==> config.mk <==
export PLATFORM = sky130hd
export DESIGN_NAME = cbc_host
export DESIGN_NICKNAME = d
export VERILOG_FILES = /design/src/common/cbc_pkg.sv /design/src/common/cbc_if.sv /design/src/logic/cbc_host.sv /design/src/logic/cbc_codec.sv /design/src/logic/cbc_clkgen.sv
export SDC_FILE = /design/constraint.sdc
export NUM_CORES = 2
export LEC_CHECK = 0
export BUFFER_PORTS_ARGS = -buffer_cell sky130_fd_sc_hd__buf_2
export CORE_ASPECT_RATIO = 1.4
export CORE_MARGIN = 2
export CORE_UTILIZATION = 54
export CTS_CLUSTER_SIZE = 40
export DETAILED_ROUTE_END_ITERATION = 6
export PLACE_DENSITY = 0.75
export SLEW_MARGIN = 20
export SYNTH_ARGS = -nofsm -noshare
export SYNTH_HDL_FRONTEND = slang
export SYNTH_HIERARCHICAL = 1
export SYNTH_SLANG_ARGS = --single-unit
==> constraint.sdc <==
create_clock -name clk -period 43.2 [get_ports clk]
set_clock_uncertainty 0.05 [all_clocks]
set_input_delay 8.64 -clock clk [delete_from_list [all_inputs] [get_ports clk]]
set_output_delay 8.64 -clock clk [all_outputs]
set_load 0.02 [all_outputs]
==> src/common/cbc_pkg.sv <==
// constants, types and helpers for the check-byte codec host
// assumes a 50 MHz system clock and a 256-address bus frame
package cbc_pkg;
    // ****************************************
    // timing
    // ****************************************
    localparam int CLK_NS     = 20;
    localparam int BUS_CLK_NS = 160;
    localparam int HALF_CYC   = (BUS_CLK_NS / 2 + CLK_NS - 1) / CLK_NS;
    localparam int SYNC_NS    = 4000;
    localparam int SYNC_CYC   = (SYNC_NS + CLK_NS - 1) / CLK_NS;

    // ****************************************
    // frame layout
    // ****************************************
    localparam int          FRAME_ADDRS = 256;
    localparam int          NUM_PROT    = 14;
    localparam int          NUM_PAIR    = 7;
    localparam logic [7:0]  ADDR_LAST   = 8'hFF;
    localparam logic [7:0]  ADDR_FIRST  = 8'h00;
    localparam logic [7:0]  ADDR_CHAN   = 8'h01;
    localparam logic [7:0]  ADDR_INV    = 8'h05;
    localparam logic [7:0]  ADDR_ERR_IN = 8'h09;
    localparam logic [7:0]  ADDR_DATA   = 8'h10;
    localparam logic [4:0]  CHK_BYTES   = 5'h02;
    localparam logic [2:0]  BIT_LAST    = 3'h7;
    localparam logic [3:0]  DIR_MS_OUT  = 4'h8;
    localparam logic [3:0]  DIR_MS_IN   = 4'h0;

    // ****************************************
    // register map
    // ****************************************
    localparam logic [8:0]  REG_CTRL   = 9'h000;
    localparam logic [8:0]  REG_STAT   = 9'h004;
    localparam logic [8:0]  REG_CHAN   = 9'h008;
    localparam logic [8:0]  REG_CHK_EN = 9'h00C;
    localparam logic [8:0]  REG_PAIR   = 9'h010;
    localparam logic [8:0]  REG_REJ    = 9'h014;
    localparam logic [1:0]  WIN_OUT    = 2'h1;
    localparam logic [1:0]  WIN_IN     = 2'h2;
    localparam int          CTRL_RUN   = 0;
    localparam int          CTRL_AUTO  = 1;
    localparam int          STAT_ERR   = 0;
    localparam int          STAT_DONE  = 1;
    localparam int          STAT_BUSY  = 2;
    localparam int          STAT_CHAN  = 8;

    typedef enum logic [1:0] {
        CBC_IDLE = 2'b00,
        CBC_RUN  = 2'b01,
        CBC_SYNC = 2'b11
    } cbc_gen_t;

    // ****************************************
    // byte slot helpers
    // ****************************************
    // byte index is address / 8; word 0 never carries protection
    function automatic logic cbc_is_data(input logic [4:0] b);
        return !b[1] && (b[4:2] != 3'h0);
    endfunction

    function automatic logic cbc_is_chk(input logic [4:0] b);
        return b[1] && (b[4:2] != 3'h0);
    endfunction

    // protected slot number 0..13, same for a data byte and its check byte
    function automatic logic [3:0] cbc_idx(input logic [4:0] b);
        logic [2:0] w;
        w = b[4:2] - 3'h1;
        return {w, b[0]};
    endfunction

    // address code in the upper nibble, inverted channel xor direction below
    function automatic logic [7:0] cbc_enc(input logic [3:0] idx,
                                           input logic [3:0] chan,
                                           input logic [3:0] dir);
        return {idx + 4'h1, ~chan ^ dir};
    endfunction
endpackage

==> src/common/cbc_if.sv <==
// bus timing strobes shared between the clock generator and the host core
// assumes both ends run on the same system clock
`timescale 1ns/100ps
interface cbc_if;
    logic       rise;
    logic       fall;
    logic       frame_start;
    logic       frame_end;
    logic       busy;
    logic [7:0] addr;

    modport gen (output rise, fall, frame_start, frame_end, busy, addr);
    modport core (input rise, fall, frame_start, frame_end, busy, addr);
endinterface

==> src/logic/cbc_host.sv <==
// host end of the serial control bus with complementary check bytes
// assumes master/slave mode: host outputs on out line, device inputs on in line,
// both open drain and active low (a pulled line carries a 1)
//
// Overview of operation
// - protected bytes sit on byte bounds inside words starting at multiples of 32
// - the word starting at address 0 is never protected
// - each check byte travels sixteen addresses above its data byte
// - with any checking on, channel bits inverted go out on outputs 5 to 8
// - unprotected bytes and their check slots carry ordinary data
// - check byte is data xor encoding byte; xor again recovers data
// - encoding byte is address code above, inverted channel xor direction below
// - address codes count 1 to 14 across the protected byte positions
// - channel code is the inverted multiplex channel number
// - direction code 1000 for master/slave outputs, 0000 otherwise
// - all bits are serialised least significant bit first
// - lowest address carries the lsb, highest the msb
// - a sign bit sits in the msb of its value
// - a multi-bit value is sent whole within one frame
// - addresses 0 to 15 carry system signals only
// - multiplexed signals start on multiples of 16
// - channel number goes out on outputs 1 to 4, lsb on output 1
// - data changes on the rising clock edge, sampled on the falling edge
//
// The address-and-strobe port and the address map were chosen for this implementation.
`timescale 1ns/100ps
module cbc_host #(
    parameter int HALF_CYCLES = cbc_pkg::HALF_CYC,
    parameter int SYNC_CYCLES = cbc_pkg::SYNC_CYC
) (
    // clock and reset
    input  wire logic        clk,
    input  wire logic        rst,
    // register port
    input  wire logic [8:0]  reg_addr,
    input  wire logic [31:0] reg_wdata,
    input  wire logic        reg_wr,
    input  wire logic        reg_rd,
    output logic      [31:0] reg_rdata,
    // bus pins
    output logic             bus_clk_o,
    output logic             out_line_o,
    output logic             out_line_oe,
    input  wire logic        in_line_i
);
    import cbc_pkg::*;

    cbc_if tim ();

    logic         run_q;
    logic         auto_q;
    logic [3:0]   chan_q;
    logic [3:0]   fchan_q;
    logic [13:0]  chk_en_q;
    logic [6:0]   pair_q;
    logic [255:0] out_img_q;
    logic [255:0] out_sh_q;
    logic [255:0] in_img_q;
    logic [255:0] rx_q;
    logic [13:0]  ok_q;
    logic [13:0]  rej_q;
    logic         err_q;
    logic         done_q;
    logic         out_bit_q;
    logic [7:0]   tx_addr_q;
    logic         in_s1_q;
    logic         in_s2_q;
    logic [1:0]   samp_q;
    logic [7:0]   sa0_q;
    logic [7:0]   sa1_q;
    logic [31:0]  rdata_q;

    // ****************************************
    // bus clock and frame timing
    // ****************************************
    cbc_clkgen #(
        .HALF_CYCLES (HALF_CYCLES),
        .SYNC_CYCLES (SYNC_CYCLES)
    ) u_gen (
        .clk       (clk),
        .rst       (rst),
        .run       (run_q),
        .bus_clk_o (bus_clk_o),
        .tim       (tim)
    );

    // ****************************************
    // transmit path
    // ****************************************
    logic [4:0] tx_b;
    logic [3:0] tx_idx;
    logic [7:0] tx_chk;
    logic       tx_chk_slot;
    logic       tx_bit;

    assign tx_b        = tim.addr[7:3];
    assign tx_idx      = cbc_idx(tx_b);
    assign tx_chk_slot = cbc_is_chk(tx_b) && chk_en_q[tx_idx];

    cbc_codec u_tx (
        .d    (out_sh_q[{tx_b - CHK_BYTES, 3'h0} +: 8]),
        .idx  (tx_idx),
        .chan (fchan_q),
        .dir  (DIR_MS_OUT),
        .chk  (tx_chk)
    );

    // system slots first, then check slots, then the frame's data image
    always_comb begin
        tx_bit = 1'b0;
        if (tim.addr >= ADDR_CHAN && tim.addr < ADDR_INV) begin
            tx_bit = fchan_q[2'(tim.addr - ADDR_CHAN)];
        end else if (tim.addr >= ADDR_INV && tim.addr < ADDR_ERR_IN) begin
            tx_bit = (|chk_en_q) && !fchan_q[2'(tim.addr - ADDR_INV)];
        end else if (tim.addr >= ADDR_DATA) begin
            if (tx_chk_slot) begin
                tx_bit = tx_chk[tim.addr[2:0]];
            end else begin
                tx_bit = out_sh_q[tim.addr];
            end
        end
    end

    // the line changes only right after a rising bus clock edge
    always_ff @(posedge clk or posedge rst) begin
        if (rst) begin
            out_bit_q <= 1'b0;
            tx_addr_q <= ADDR_FIRST;
        end else if (tim.rise) begin
            out_bit_q <= tx_bit;
            tx_addr_q <= tim.addr;
        end
    end

    // open drain: a 1 pulls the line low, a 0 releases it
    assign out_line_o  = 1'b0;
    assign out_line_oe = out_bit_q;

    // frame copy of the output image and channel; software writes land
    // between frames only, so a value never splits across two frames
    always_ff @(posedge clk or posedge rst) begin
        if (rst) begin
            out_sh_q <= '0;
            fchan_q  <= 4'h0;
        end else if (tim.frame_start) begin
            out_sh_q <= out_img_q;
            fchan_q  <= chan_q;
        end
    end

    // ****************************************
    // receive path
    // ****************************************
    // two flops on the pin, and the sample strobe delayed to match them
    always_ff @(posedge clk or posedge rst) begin
        if (rst) begin
            in_s1_q <= 1'b1;
            in_s2_q <= 1'b1;
            samp_q  <= 2'b00;
            sa0_q   <= ADDR_FIRST;
            sa1_q   <= ADDR_FIRST;
        end else begin
            in_s1_q <= in_line_i;
            in_s2_q <= in_s1_q;
            samp_q  <= {samp_q[0], tim.fall};
            sa0_q   <= tim.addr;
            sa1_q   <= sa0_q;
        end
    end

    logic       rx_bit;
    logic       rx_samp;
    logic [4:0] rx_b;
    logic [3:0] rx_idx;
    logic [7:0] rx_chk;
    logic [7:0] rx_got;

    assign rx_bit  = !in_s2_q;
    assign rx_samp = samp_q[1];
    assign rx_b    = sa1_q[7:3];
    assign rx_idx  = cbc_idx(rx_b);
    assign rx_got  = {rx_bit, rx_q[{rx_b, 3'h0} +: 7]};

    cbc_codec u_rx (
        .d    (rx_q[{rx_b - CHK_BYTES, 3'h0} +: 8]),
        .idx  (rx_idx),
        .chan (fchan_q),
        .dir  (DIR_MS_IN),
        .chk  (rx_chk)
    );

    // frame buffer and per-slot verdicts; verdicts cleared at every frame start, buffer only by reset
    always_ff @(posedge clk or posedge rst) begin
        if (rst) begin
            rx_q <= '0;
            ok_q <= '0;
        end else if (tim.frame_start) begin
            ok_q <= '0;
        end else if (rx_samp) begin
            rx_q[sa1_q] <= rx_bit;
            if (sa1_q[2:0] == BIT_LAST && cbc_is_chk(rx_b)) begin
                ok_q[rx_idx] <= (rx_got == rx_chk);
            end
        end
    end

    // a bad byte rejects its paired partner as well
    logic [13:0] rej_now;
    always_comb begin
        rej_now = '0;
        for (int p = 0; p < NUM_PROT; p++) begin
            rej_now[p] = chk_en_q[p] && (!ok_q[p] ||
                         (pair_q[p / 2] && !ok_q[p ^ 1]));
        end
    end

    // commit whole bytes at frame end; rejected bytes keep their old value
    always_ff @(posedge clk or posedge rst) begin
        if (rst) begin
            in_img_q <= '0;
        end else if (tim.frame_end) begin
            for (int i = 0; i < FRAME_ADDRS / 8; i++) begin
                if (!(cbc_is_data(5'(i)) && rej_now[cbc_idx(5'(i))])) begin
                    in_img_q[i * 8 +: 8] <= rx_q[i * 8 +: 8];
                end
            end
        end
    end

    // ****************************************
    // register port
    // ****************************************
    logic       wr_ctrl;
    logic       wr_stat;
    logic       wr_rej;
    logic       wr_out;
    logic [4:0] r_word;

    assign r_word  = reg_addr[6:2];
    assign wr_ctrl = reg_wr && reg_addr == REG_CTRL;
    assign wr_stat = reg_wr && reg_addr == REG_STAT;
    assign wr_rej  = reg_wr && reg_addr == REG_REJ;
    assign wr_out  = reg_wr && reg_addr[8:7] == WIN_OUT && reg_addr[1:0] == 2'h0;

    // configuration; auto mode steps the channel once per frame
    always_ff @(posedge clk or posedge rst) begin
        if (rst) begin
            run_q    <= 1'b0;
            auto_q   <= 1'b0;
            chan_q   <= 4'h0;
            chk_en_q <= '0;
            pair_q   <= '0;
        end else begin
            if (wr_ctrl) begin
                run_q  <= reg_wdata[CTRL_RUN];
                auto_q <= reg_wdata[CTRL_AUTO];
            end
            if (reg_wr && reg_addr == REG_CHAN) begin
                chan_q <= reg_wdata[3:0];
            end else if (tim.frame_end && auto_q) begin
                chan_q <= chan_q + 4'h1;
            end
            if (reg_wr && reg_addr == REG_CHK_EN) begin
                chk_en_q <= reg_wdata[NUM_PROT-1:0];
            end
            if (reg_wr && reg_addr == REG_PAIR) begin
                pair_q <= reg_wdata[NUM_PAIR-1:0];
            end
        end
    end

    // output image written a byte at a time
    always_ff @(posedge clk or posedge rst) begin
        if (rst) begin
            out_img_q <= '0;
        end else if (wr_out) begin
            out_img_q[{r_word, 3'h0} +: 8] <= reg_wdata[7:0];
        end
    end

    // sticky flags cleared by writing one; a new event beats the clear.
    // input 9 is shared, so it cannot tell which device complained
    always_ff @(posedge clk or posedge rst) begin
        if (rst) begin
            err_q  <= 1'b0;
            done_q <= 1'b0;
            rej_q  <= '0;
        end else begin
            err_q  <= (err_q && !(wr_stat && reg_wdata[STAT_ERR]))
                      || (rx_samp && sa1_q == ADDR_ERR_IN && rx_bit);
            done_q <= (done_q && !(wr_stat && reg_wdata[STAT_DONE])) || tim.frame_end;
            rej_q  <= (rej_q & ~(wr_rej ? reg_wdata[NUM_PROT-1:0] : 14'h0000))
                      | (tim.frame_end ? rej_now : 14'h0000);
        end
    end

    // read data stand only in the cycle after the strobe
    always_ff @(posedge clk or posedge rst) begin
        if (rst) begin
            rdata_q <= '0;
        end else begin
            rdata_q <= '0;
            if (reg_rd && reg_addr[1:0] == 2'h0) begin
                unique case (reg_addr[8:7])
                    WIN_OUT: rdata_q <= {24'h000000, out_img_q[{r_word, 3'h0} +: 8]};
                    WIN_IN:  rdata_q <= {24'h000000, in_img_q[{r_word, 3'h0} +: 8]};
                    2'h0: begin
                        case (reg_addr)
                            REG_CTRL:   rdata_q <= {30'h0, auto_q, run_q};
                            REG_STAT:   rdata_q <= {20'h0, fchan_q, 5'h00, tim.busy,
                                                    done_q, err_q};
                            REG_CHAN:   rdata_q <= {28'h0, chan_q};
                            REG_CHK_EN: rdata_q <= {18'h0, chk_en_q};
                            REG_PAIR:   rdata_q <= {25'h0, pair_q};
                            REG_REJ:    rdata_q <= {18'h0, rej_q};
                            default:    rdata_q <= '0;
                        endcase
                    end
                    default: rdata_q <= '0;
                endcase
            end
        end
    end

    assign reg_rdata = rdata_q;

    // ****************************************
    // checks
    // ****************************************
    addr0_quiet_a: assert property (@(posedge clk) disable iff (rst)
        tim.rise && tim.addr == ADDR_FIRST |=> !out_bit_q)
        else $error("address 0 carried data");

    sys_quiet_a: assert property (@(posedge clk) disable iff (rst)
        tim.rise && tim.addr >= ADDR_ERR_IN && tim.addr < ADDR_DATA |=> !out_bit_q)
        else $error("system slot above 8 not zero");

    chan_drive_a: assert property (@(posedge clk) disable iff (rst)
        tim.rise && tim.addr >= ADDR_CHAN && tim.addr < ADDR_INV
        |=> out_bit_q == fchan_q[2'(tx_addr_q - ADDR_CHAN)])
        else $error("channel bit wrong");

    chan_invert_a: assert property (@(posedge clk) disable iff (rst)
        tim.rise && tim.addr >= ADDR_INV && tim.addr < ADDR_ERR_IN
        |=> out_bit_q == ((|chk_en_q) && !fchan_q[2'(tx_addr_q - ADDR_INV)]))
        else $error("inverted channel bit wrong");

    check_bit_a: assert property (@(posedge clk) disable iff (rst)
        tim.rise && tx_chk_slot
        |=> out_bit_q == |((out_sh_q[{tx_addr_q[7:3] - CHK_BYTES, 3'h0} +: 8]
            ^ {cbc_idx(tx_addr_q[7:3]) + 4'h1, ~fchan_q ^ DIR_MS_OUT})
            & (8'h01 << tx_addr_q[2:0])))
        else $error("check bit wrong");

    plain_data_a: assert property (@(posedge clk) disable iff (rst)
        tim.rise && tim.addr >= ADDR_DATA && !tx_chk_slot
        |=> out_bit_q == out_sh_q[tx_addr_q])
        else $error("data bit wrong");

    prot_place_a: assert property (@(posedge clk) disable iff (rst)
        tx_chk_slot |-> tim.addr[4] && tim.addr[7:5] != 3'h0)
        else $error("check slot outside a protected word");

    edge_drive_a: assert property (@(posedge clk) disable iff (rst)
        $changed(out_line_oe) |-> $past(tim.rise, 1) && bus_clk_o)
        else $error("data changed away from rising edge");

    frame_hold_a: assert property (@(posedge clk) disable iff (rst)
        $changed(out_sh_q) |-> $past(tim.frame_start))
        else $error("output copy changed inside a frame");
endmodule

==> src/logic/cbc_codec.sv <==
// check byte former: data xor encoding byte
// assumes caller supplies slot number, channel and direction of the frame
`timescale 1ns/100ps
module cbc_codec (
    // operands
    input  wire logic [7:0] d,
    input  wire logic [3:0] idx,
    input  wire logic [3:0] chan,
    input  wire logic [3:0] dir,
    // result
    output logic      [7:0] chk
);
    import cbc_pkg::*;

    // the same xor both forms and undoes the check byte
    assign chk = d ^ cbc_enc(idx, chan, dir);
endmodule

==> src/logic/cbc_clkgen.sv <==
// bus clock divider and frame sequencer
// assumes the bus clock is made here; it idles low during sync and halt
`timescale 1ns/100ps
module cbc_clkgen #(
    parameter int HALF_CYCLES = cbc_pkg::HALF_CYC,
    parameter int SYNC_CYCLES = cbc_pkg::SYNC_CYC
) (
    // clock and reset
    input  wire logic clk,
    input  wire logic rst,
    // control
    input  wire logic run,
    // bus clock pin
    output logic      bus_clk_o,
    // strobes to the core
    cbc_if.gen        tim
);
    import cbc_pkg::*;

    localparam int CW = $clog2(HALF_CYCLES + SYNC_CYCLES + 1);

    // sampling two cycles after the fall needs a half period of three
    if (HALF_CYCLES < 3 || SYNC_CYCLES < 1) begin : g_bad_param
        $error("cbc_clkgen: half period below 3 or empty sync");
    end

    cbc_gen_t      st_q;
    logic [CW-1:0] cnt_q;
    logic [7:0]    addr_q;
    logic          clk_q;
    logic          rise_q;
    logic          fall_q;
    logic          end_q;

    // ****************************************
    // sequencer
    // ****************************************
    // edges and strobes leave the same flops so they stay aligned
    always_ff @(posedge clk or posedge rst) begin
        if (rst) begin
            st_q   <= CBC_IDLE;
            cnt_q  <= '0;
            addr_q <= ADDR_FIRST;
            clk_q  <= 1'b0;
            rise_q <= 1'b0;
            fall_q <= 1'b0;
            end_q  <= 1'b0;
        end else begin
            rise_q <= 1'b0;
            fall_q <= 1'b0;
            end_q  <= 1'b0;
            unique case (st_q)
                CBC_IDLE, CBC_SYNC: begin
                    if (cnt_q != '0) begin
                        cnt_q <= cnt_q - CW'(1);
                    end else if (run) begin
                        st_q   <= CBC_RUN;
                        clk_q  <= 1'b1;
                        rise_q <= 1'b1;
                        addr_q <= ADDR_FIRST;
                        cnt_q  <= CW'(HALF_CYCLES - 1);
                    end else begin
                        st_q <= CBC_IDLE;
                    end
                end
                CBC_RUN: begin
                    if (cnt_q != '0) begin
                        cnt_q <= cnt_q - CW'(1);
                    end else if (clk_q) begin
                        clk_q  <= 1'b0;
                        fall_q <= 1'b1;
                        cnt_q  <= CW'(HALF_CYCLES - 1);
                    end else if (addr_q == ADDR_LAST) begin
                        st_q  <= CBC_SYNC;
                        end_q <= 1'b1;
                        cnt_q <= CW'(SYNC_CYCLES - 1);
                    end else begin
                        addr_q <= addr_q + 8'h01;
                        clk_q  <= 1'b1;
                        rise_q <= 1'b1;
                        cnt_q  <= CW'(HALF_CYCLES - 1);
                    end
                end
                default: st_q <= CBC_IDLE;
            endcase
        end
    end

    assign bus_clk_o       = clk_q;
    assign tim.rise        = rise_q;
    assign tim.fall        = fall_q;
    assign tim.frame_end   = end_q;
    assign tim.frame_start = rise_q && (addr_q == ADDR_FIRST);
    assign tim.busy        = (st_q == CBC_RUN);
    assign tim.addr        = addr_q;
endmodule

Word level (Yosys, flattened, before mapping)
Cells that the tools add are included.
W data, S select, Z words.
{"block": "totals", "regBits": 1160, "latchBits": 0, "ramBits": 0, "romBits": 0, "inputBits": 46, "out_inout_bits": 35, "wordCells": 305, "mem_count": 0}
{"block": "op_classes", "n_addsub": 12, "mul": 0, "n_div": 0, "magnitude_cmp": 14, "eq_ne": 20, "n_shift": 7, "mux": 66, "n_bitwise": 22, "reduce_logical": 122}
{"operator": "$shiftx A256 B9 Y8", "count": 4}
{"operator": "$bwmux W256", "count": 2}
{"operator": "$shift A8 B10 Y256 const A", "count": 1}
{"operator": "$shiftx A256 B9 Y7", "count": 1}
{"operator": "$shiftx A8 B10 Y256", "count": 1}
{"operator": "$pmux W32 S3", "count": 1}
{"operator": "$pmux W14 S6", "count": 1}
{"operator": "$mux W8", "count": 10}
{"operator": "$mux W14", "count": 5}
{"operator": "$logic_and A1 B1 Y1", "count": 54}
{"operator": "$reduce_and A2 Y1", "count": 17}
{"operator": "$mux W32", "count": 1}
{"operator": "$pmux W8 S2", "count": 2}
{"operator": "$mux W1", "count": 27}
{"operator": "$eq A9 B4 Y1 const B", "count": 2}
{"operator": "$eq A9 B5 Y1 const B", "count": 2}
{"operator": "$logic_not A1 Y1", "count": 18}
{"operator": "$lt A8 B9 Y1 const B", "count": 2}
{"operator": "$ge A8 B1 Y1 const B", "count": 2}
{"operator": "$logic_or A1 B1 Y1", "count": 16}
{"operator": "$not A1 Y1", "count": 16}
{"operator": "$xor A8 B8 Y8", "count": 2}
{"operator": "$and A14 B14 Y14", "count": 1}
{"operator": "$bwmux W14", "count": 1}
{"operator": "48 further kinds", "count": 74}

Depth between registers and ports, before layout
{"block": "logic_depth", "depth_word": 9, "ltp_mapped": 16, "mapped_depth_nobuf": 14}

Cells and area by module
The synthesis kept the hierarchy.
{"module": "cbc_host", "n_inst": 1, "cells_each": 4076, "area_per_inst_um2": 56208.9, "seq_area_each_um2": 28029.4}
{"module": "cbc_clkgen", "n_inst": 1, "cells_each": 145, "area_per_inst_um2": 1313.8, "seq_area_each_um2": 550.5}
{"module": "cbc_codec", "n_inst": 2, "cells_each": 16, "area_per_inst_um2": 140.1, "seq_area_each_um2": 0.0}

Worst setup path after synthesis
No wires, ideal clock.
{"block": "synth_timing", "path_kind": "input to register", "startpoint": "input port reg_addr[3]", "endpoint": "register out_img_q[32]", "setup_ps": 125, "arrival_time_ps": 11535, "required_ps": 43025, "path_slack_ps": 31490, "path_stages": 10, "path_buffers": 4, "path_cell_list": "clkbuf_1 -> inv_1 -> buf_2 -> clkbuf_1 -> ha_1 -> clkbuf_1 -> xnor2_1 -> nand2_1 -> nor2_1 -> mux2_2"}
{"block": "synth_between", "elab_chain_cells": 3, "elab_cells_between_ends": 4, "cone_classes": "add/sub (1); shift (2); mux (1)"}
{"element": "start: declaration", "line_no": "cbc_host.sv:35", "rtl": "input wire logic [8:0] reg_addr,"}
{"element": "$neg A8 Y10 (*)", "line_no": "cbc_host.sv:277", "rtl": "out_img_q[{r_word, 3'h0} +: 8] <= reg_wdata[7:0];"}
{"element": "$shiftx A8 B10 Y256 / $shift A8 B10 Y256 (equally long branches)", "line_no": "cbc_host.sv:277"}
{"element": "$bwmux W256 (*)", "line_no": "cbc_host.sv:277"}
{"element": "end signal: indexed assignment", "line_no": "cbc_host.sv:277"}
{"element": "end: declaration", "line_no": "cbc_host.sv:56", "rtl": "logic [255:0] out_img_q;"}
Mark *: on every way between the ends. The rest lies on a longest branch, timed or not.
A chain may end at the register's enable or synchronous reset.

Final worst setup path
{"block": "layout_timing", "startpoint": "input port reg_addr[2]", "endpoint": "register out_img_q[37]"}
Same word-level chain as after synthesis.

==> flow_summary.ini <==
[outcome]
status = finished with violations
failed_checks = DRC

[clock_network]
insertion_delay_ns = 0.72
cts_hold_buf = 0
clockRootBuffer = clkbuf_16
cts_max_level = 3
clk_pin_slew_worst_paths_ns = 0.06
cts_sinks = 1142
cts_buffer_depth = 3
cts_repair_resize_count = 0
tritoncts = yes
cts_buffers = 104
cts_setup_buffers = 0

[die]
coreArea_um2 = 107000
rows = 142
start_util = 0.542
fp.dieH_um = 391
io_pins = 81
dieArea_um2 = 110000
die_x_um = 281

[finish]
syn_to_final_growth_pct = 8.20
fin_nets = 4204
drive_above_1_share = 0.374

[global_routing]
grt_pass1_vias = 38155
overflow = 0
grt_pass1_wl_um = 273000
grt_usage = 0.347
antenna_found_initial = 11
grt_max_degree = 193

[place]
gp_congestion = 1.00
dp_hpwl_um = 136000
io_buffer_count = 43

[yosys]
ys.warnings.count = 6
synthArstFlopShare = 1.00
yosysSeqAreaShare = 0.494
syn_avg_cell_area_um2 = 13.6
synth_seq_cells = 1142
synth_area_leaders = dfrtp_1 (49%), mux2_2 (16%), mux4_2 (15%), a31oi_1 (2.8%), a21oi_1 (2.4%)
synth_cell_type_count = 89
synth_top_area_share = 0.494
syn-cell-area_um2 = 57800
synth_top_area_cell = dfrtp_1
synth_edf_count = 0
synthCells = 4253
synth-main-ff-cell = dfrtp_1

[sta]
setup_viol = 0
worst_pin_slew_ns = 1.20
max_freq_ghz = 0.0811
finalMaxSlewViolations = 0
post-route-min-period_ns = 12.33
finalSetupTns_ns = 0
rsz0062_at_grt = false
fin_crit_sh = 0.285
finalHoldViolCount = 0
relSlewSlack = 0.200

[worst_hold_path]
hold_depth = 0
hp-start = in_s1_q$_DFF_PP1_
hp-class = flop to flop

[setup_path]
reg2reg_depth = 11
required_ns = 43.73
cp-start-kind = primary input
worstPathMaxFanout = 82
path_class = primary input to flop
setup.worst_path.end_class = flop
crit_start = reg_addr[2]
timing.critical_path.arrival_ns = 12.85
r2r_start = sa1_q[3]$_DFF_PP0_

[power_and_ir_drop]
vdd_drop_max_mv = 0.0319
swShare = 0.241
switchingPower_uw = 524
p_comb_frac = 0.052
p_int_uw = 1650
p_seq_frac = 0.507
total_power_uw = 2180
leakagePower_uw = 0.0277
p_per_area_nw_per_um2 = 34.8
p_clk_frac = 0.441

[route]
vias = 39712
drt-total-wl_um = 188000
ant_nets = 0
drtIter0Drc = 5802
drc = 1
via_per_inst = 7.11
wl_per_cell_um = 33.7
dr.pass1.iters = 7

[job]
drv_cap = 0
final timing paths:
kind	slack [ns]	end
min in group asynchronous	8.02	samp_q[0]$_DFF_PP0_
hold reg to reg	0.31	in_s2_q$_DFF_PP1_
setup / recovery	30.87	out_img_q[37]$_DFFE_PP0P_
max in group asynchronous	31.70	sa1_q[7]$_DFF_PP0_
hold / removal	0.31	in_s2_q$_DFF_PP1_
setup reg to reg	37.17	ok_q[9]$_DFFE_PP0P_
routing by layer:
metal  wire [um]  share of wire  up-vias  track usage
met3       19400           0.10      520       0.0646
li1            -              -    15999            -
met1       67900           0.36    20629        0.460
met2       84800           0.45     2554        0.516
met5          70        0.00037        -            0
met4       16200          0.086       10        0.250
cells in the mapped netlist, types with 29 or more instances:
library cell	instances
a21oi_1	276
mux2_1	35
dfrtp_1	1140
nand3_1	33
buf_1	29
inv_1	34
mux2i_1	104
ha_1	30
clkbuf_1	256
a31oi_1	255
buf_4	33
nand2_1	186
nor2_1	121
mux2_2	800
and2_1	39
buf_2	49
o21ai_0	53
mux4_2	387
cell type report:
| class | count | area (um2) |
|---|---|---|
| Tap cell | 1368 | 1710 |
| Fill cell | 8179 | 44100 |
| Clock inverter | 59 | 584 |
| Sequential cell | 1142 | 28600 |
| Multi-Input combinational cell | 2723 | 27600 |
| Antenna cell | 2 | 5.00 |
| Timing Repair Buffer | 121 | 925 |
| Clock buffer | 135 | 2930 |
| Inverter | 36 | 143 |
worst max-delay path, stage by stage:
cell      delay, ns
clkbuf_8       0.60
inv_1          0.28
ha_1           0.60
xnor2_4        0.88
nand2_1        0.43
nor2_1         0.92
mux2_2         0.42
sequential cells by signal (all words and copies together) (netlist names), 2 cells and up:
signal	cells
in_img_q	256
out_img_q	256
out_sh_q	256
rx_q	256
chk_en_q	14
ok_q	14
reg_rdata	14
rej_q	14
sa0_q	8
sa1_q	8
u_gen/cnt_q	8
u_gen/tim.addr	8
pair_q	7
chan_q	4
fchan_q	4
samp_q	2
u_gen/st_q	2
cells in the final DEF (no fill, tap or decap), drive strengths merged, types with 6 or more instances in the layout:
master | netlist | layout
a222oi | 8 | 8
nor3 | 19 | 19
nand4 | 6 | 6
o31ai | 22 | 22
o221ai | 15 | 15
clkinvlp | 0 | 6
mux4 | 391 | 391
nor2b | 11 | 11
xor2 | 23 | 23
nor4 | 10 | 10
dfrtp | 1140 | 1140
a22oi | 23 | 23
buf | 121 | 120
ha | 30 | 30
nor3b | 7 | 7
nand3b | 18 | 18
nand2 | 186 | 186
o22ai | 11 | 11
a32o | 18 | 18
conb | 2 | 27
xnor2 | 22 | 22
and3 | 16 | 16
clkinv | 1 | 42
a21oi | 277 | 277
clkbuf | 256 | 136
o21ai | 57 | 57
and2 | 39 | 39
inv | 35 | 38
a221oi | 14 | 14
nor2 | 144 | 144
o2111ai | 6 | 6
nand2b | 8 | 8
bufinv | 0 | 9
mux2 | 835 | 835
a31oi | 255 | 255
nand3 | 33 | 33
mux2i | 104 | 104
per-stage QoR:
step	setup WS, ns	util	std cells	hold slack, ns	cell area [um2]
floorplan	2.97	-	4278	0.281	57900
global route	30.65	0.587	5584	0.316	62500
detailed placement	30.22	0.553	5389	0.287	59000
CTS	30.94	0.586	5583	0.308	62500
finish	30.87	0.587	5586	0.307	62500
global placement	30.24	0.553	5388	0.287	59000
power by group through the flow:
stage / sequential, uW / combinational [uW] / clock, uW
after CTS: 1100 / 113 / 962
after global routing: 1100 / 123 / 1000
after floorplan: 1110 / 81.9 / 0
after detailed placement: 1120 / 112 / 0
final: 1100 / 113 / 958
after global placement: 1120 / 110 / 0
cell families (layout without fill, tap and decap cells):
family / Yosys count / count (layout) / share of synthesized area
muxes: 1330 / 1330 / 0.333
DFF: 1142 / 1142 / 0.494
AOI/OAI and AO/OA: 766 / 766 / 0.0831
and+or+nand+nor: 525 / 525 / 0.0443
buffers and inverters: 413 / 351 / 0.0315
xor gates and xnor gates: 45 / 45 / 0.00682
adders and majority gates: 30 / 30 / 0.00649
other: 2 / 29 / 0.000130
Note: power is estimated with default switching activity, not from simulation.
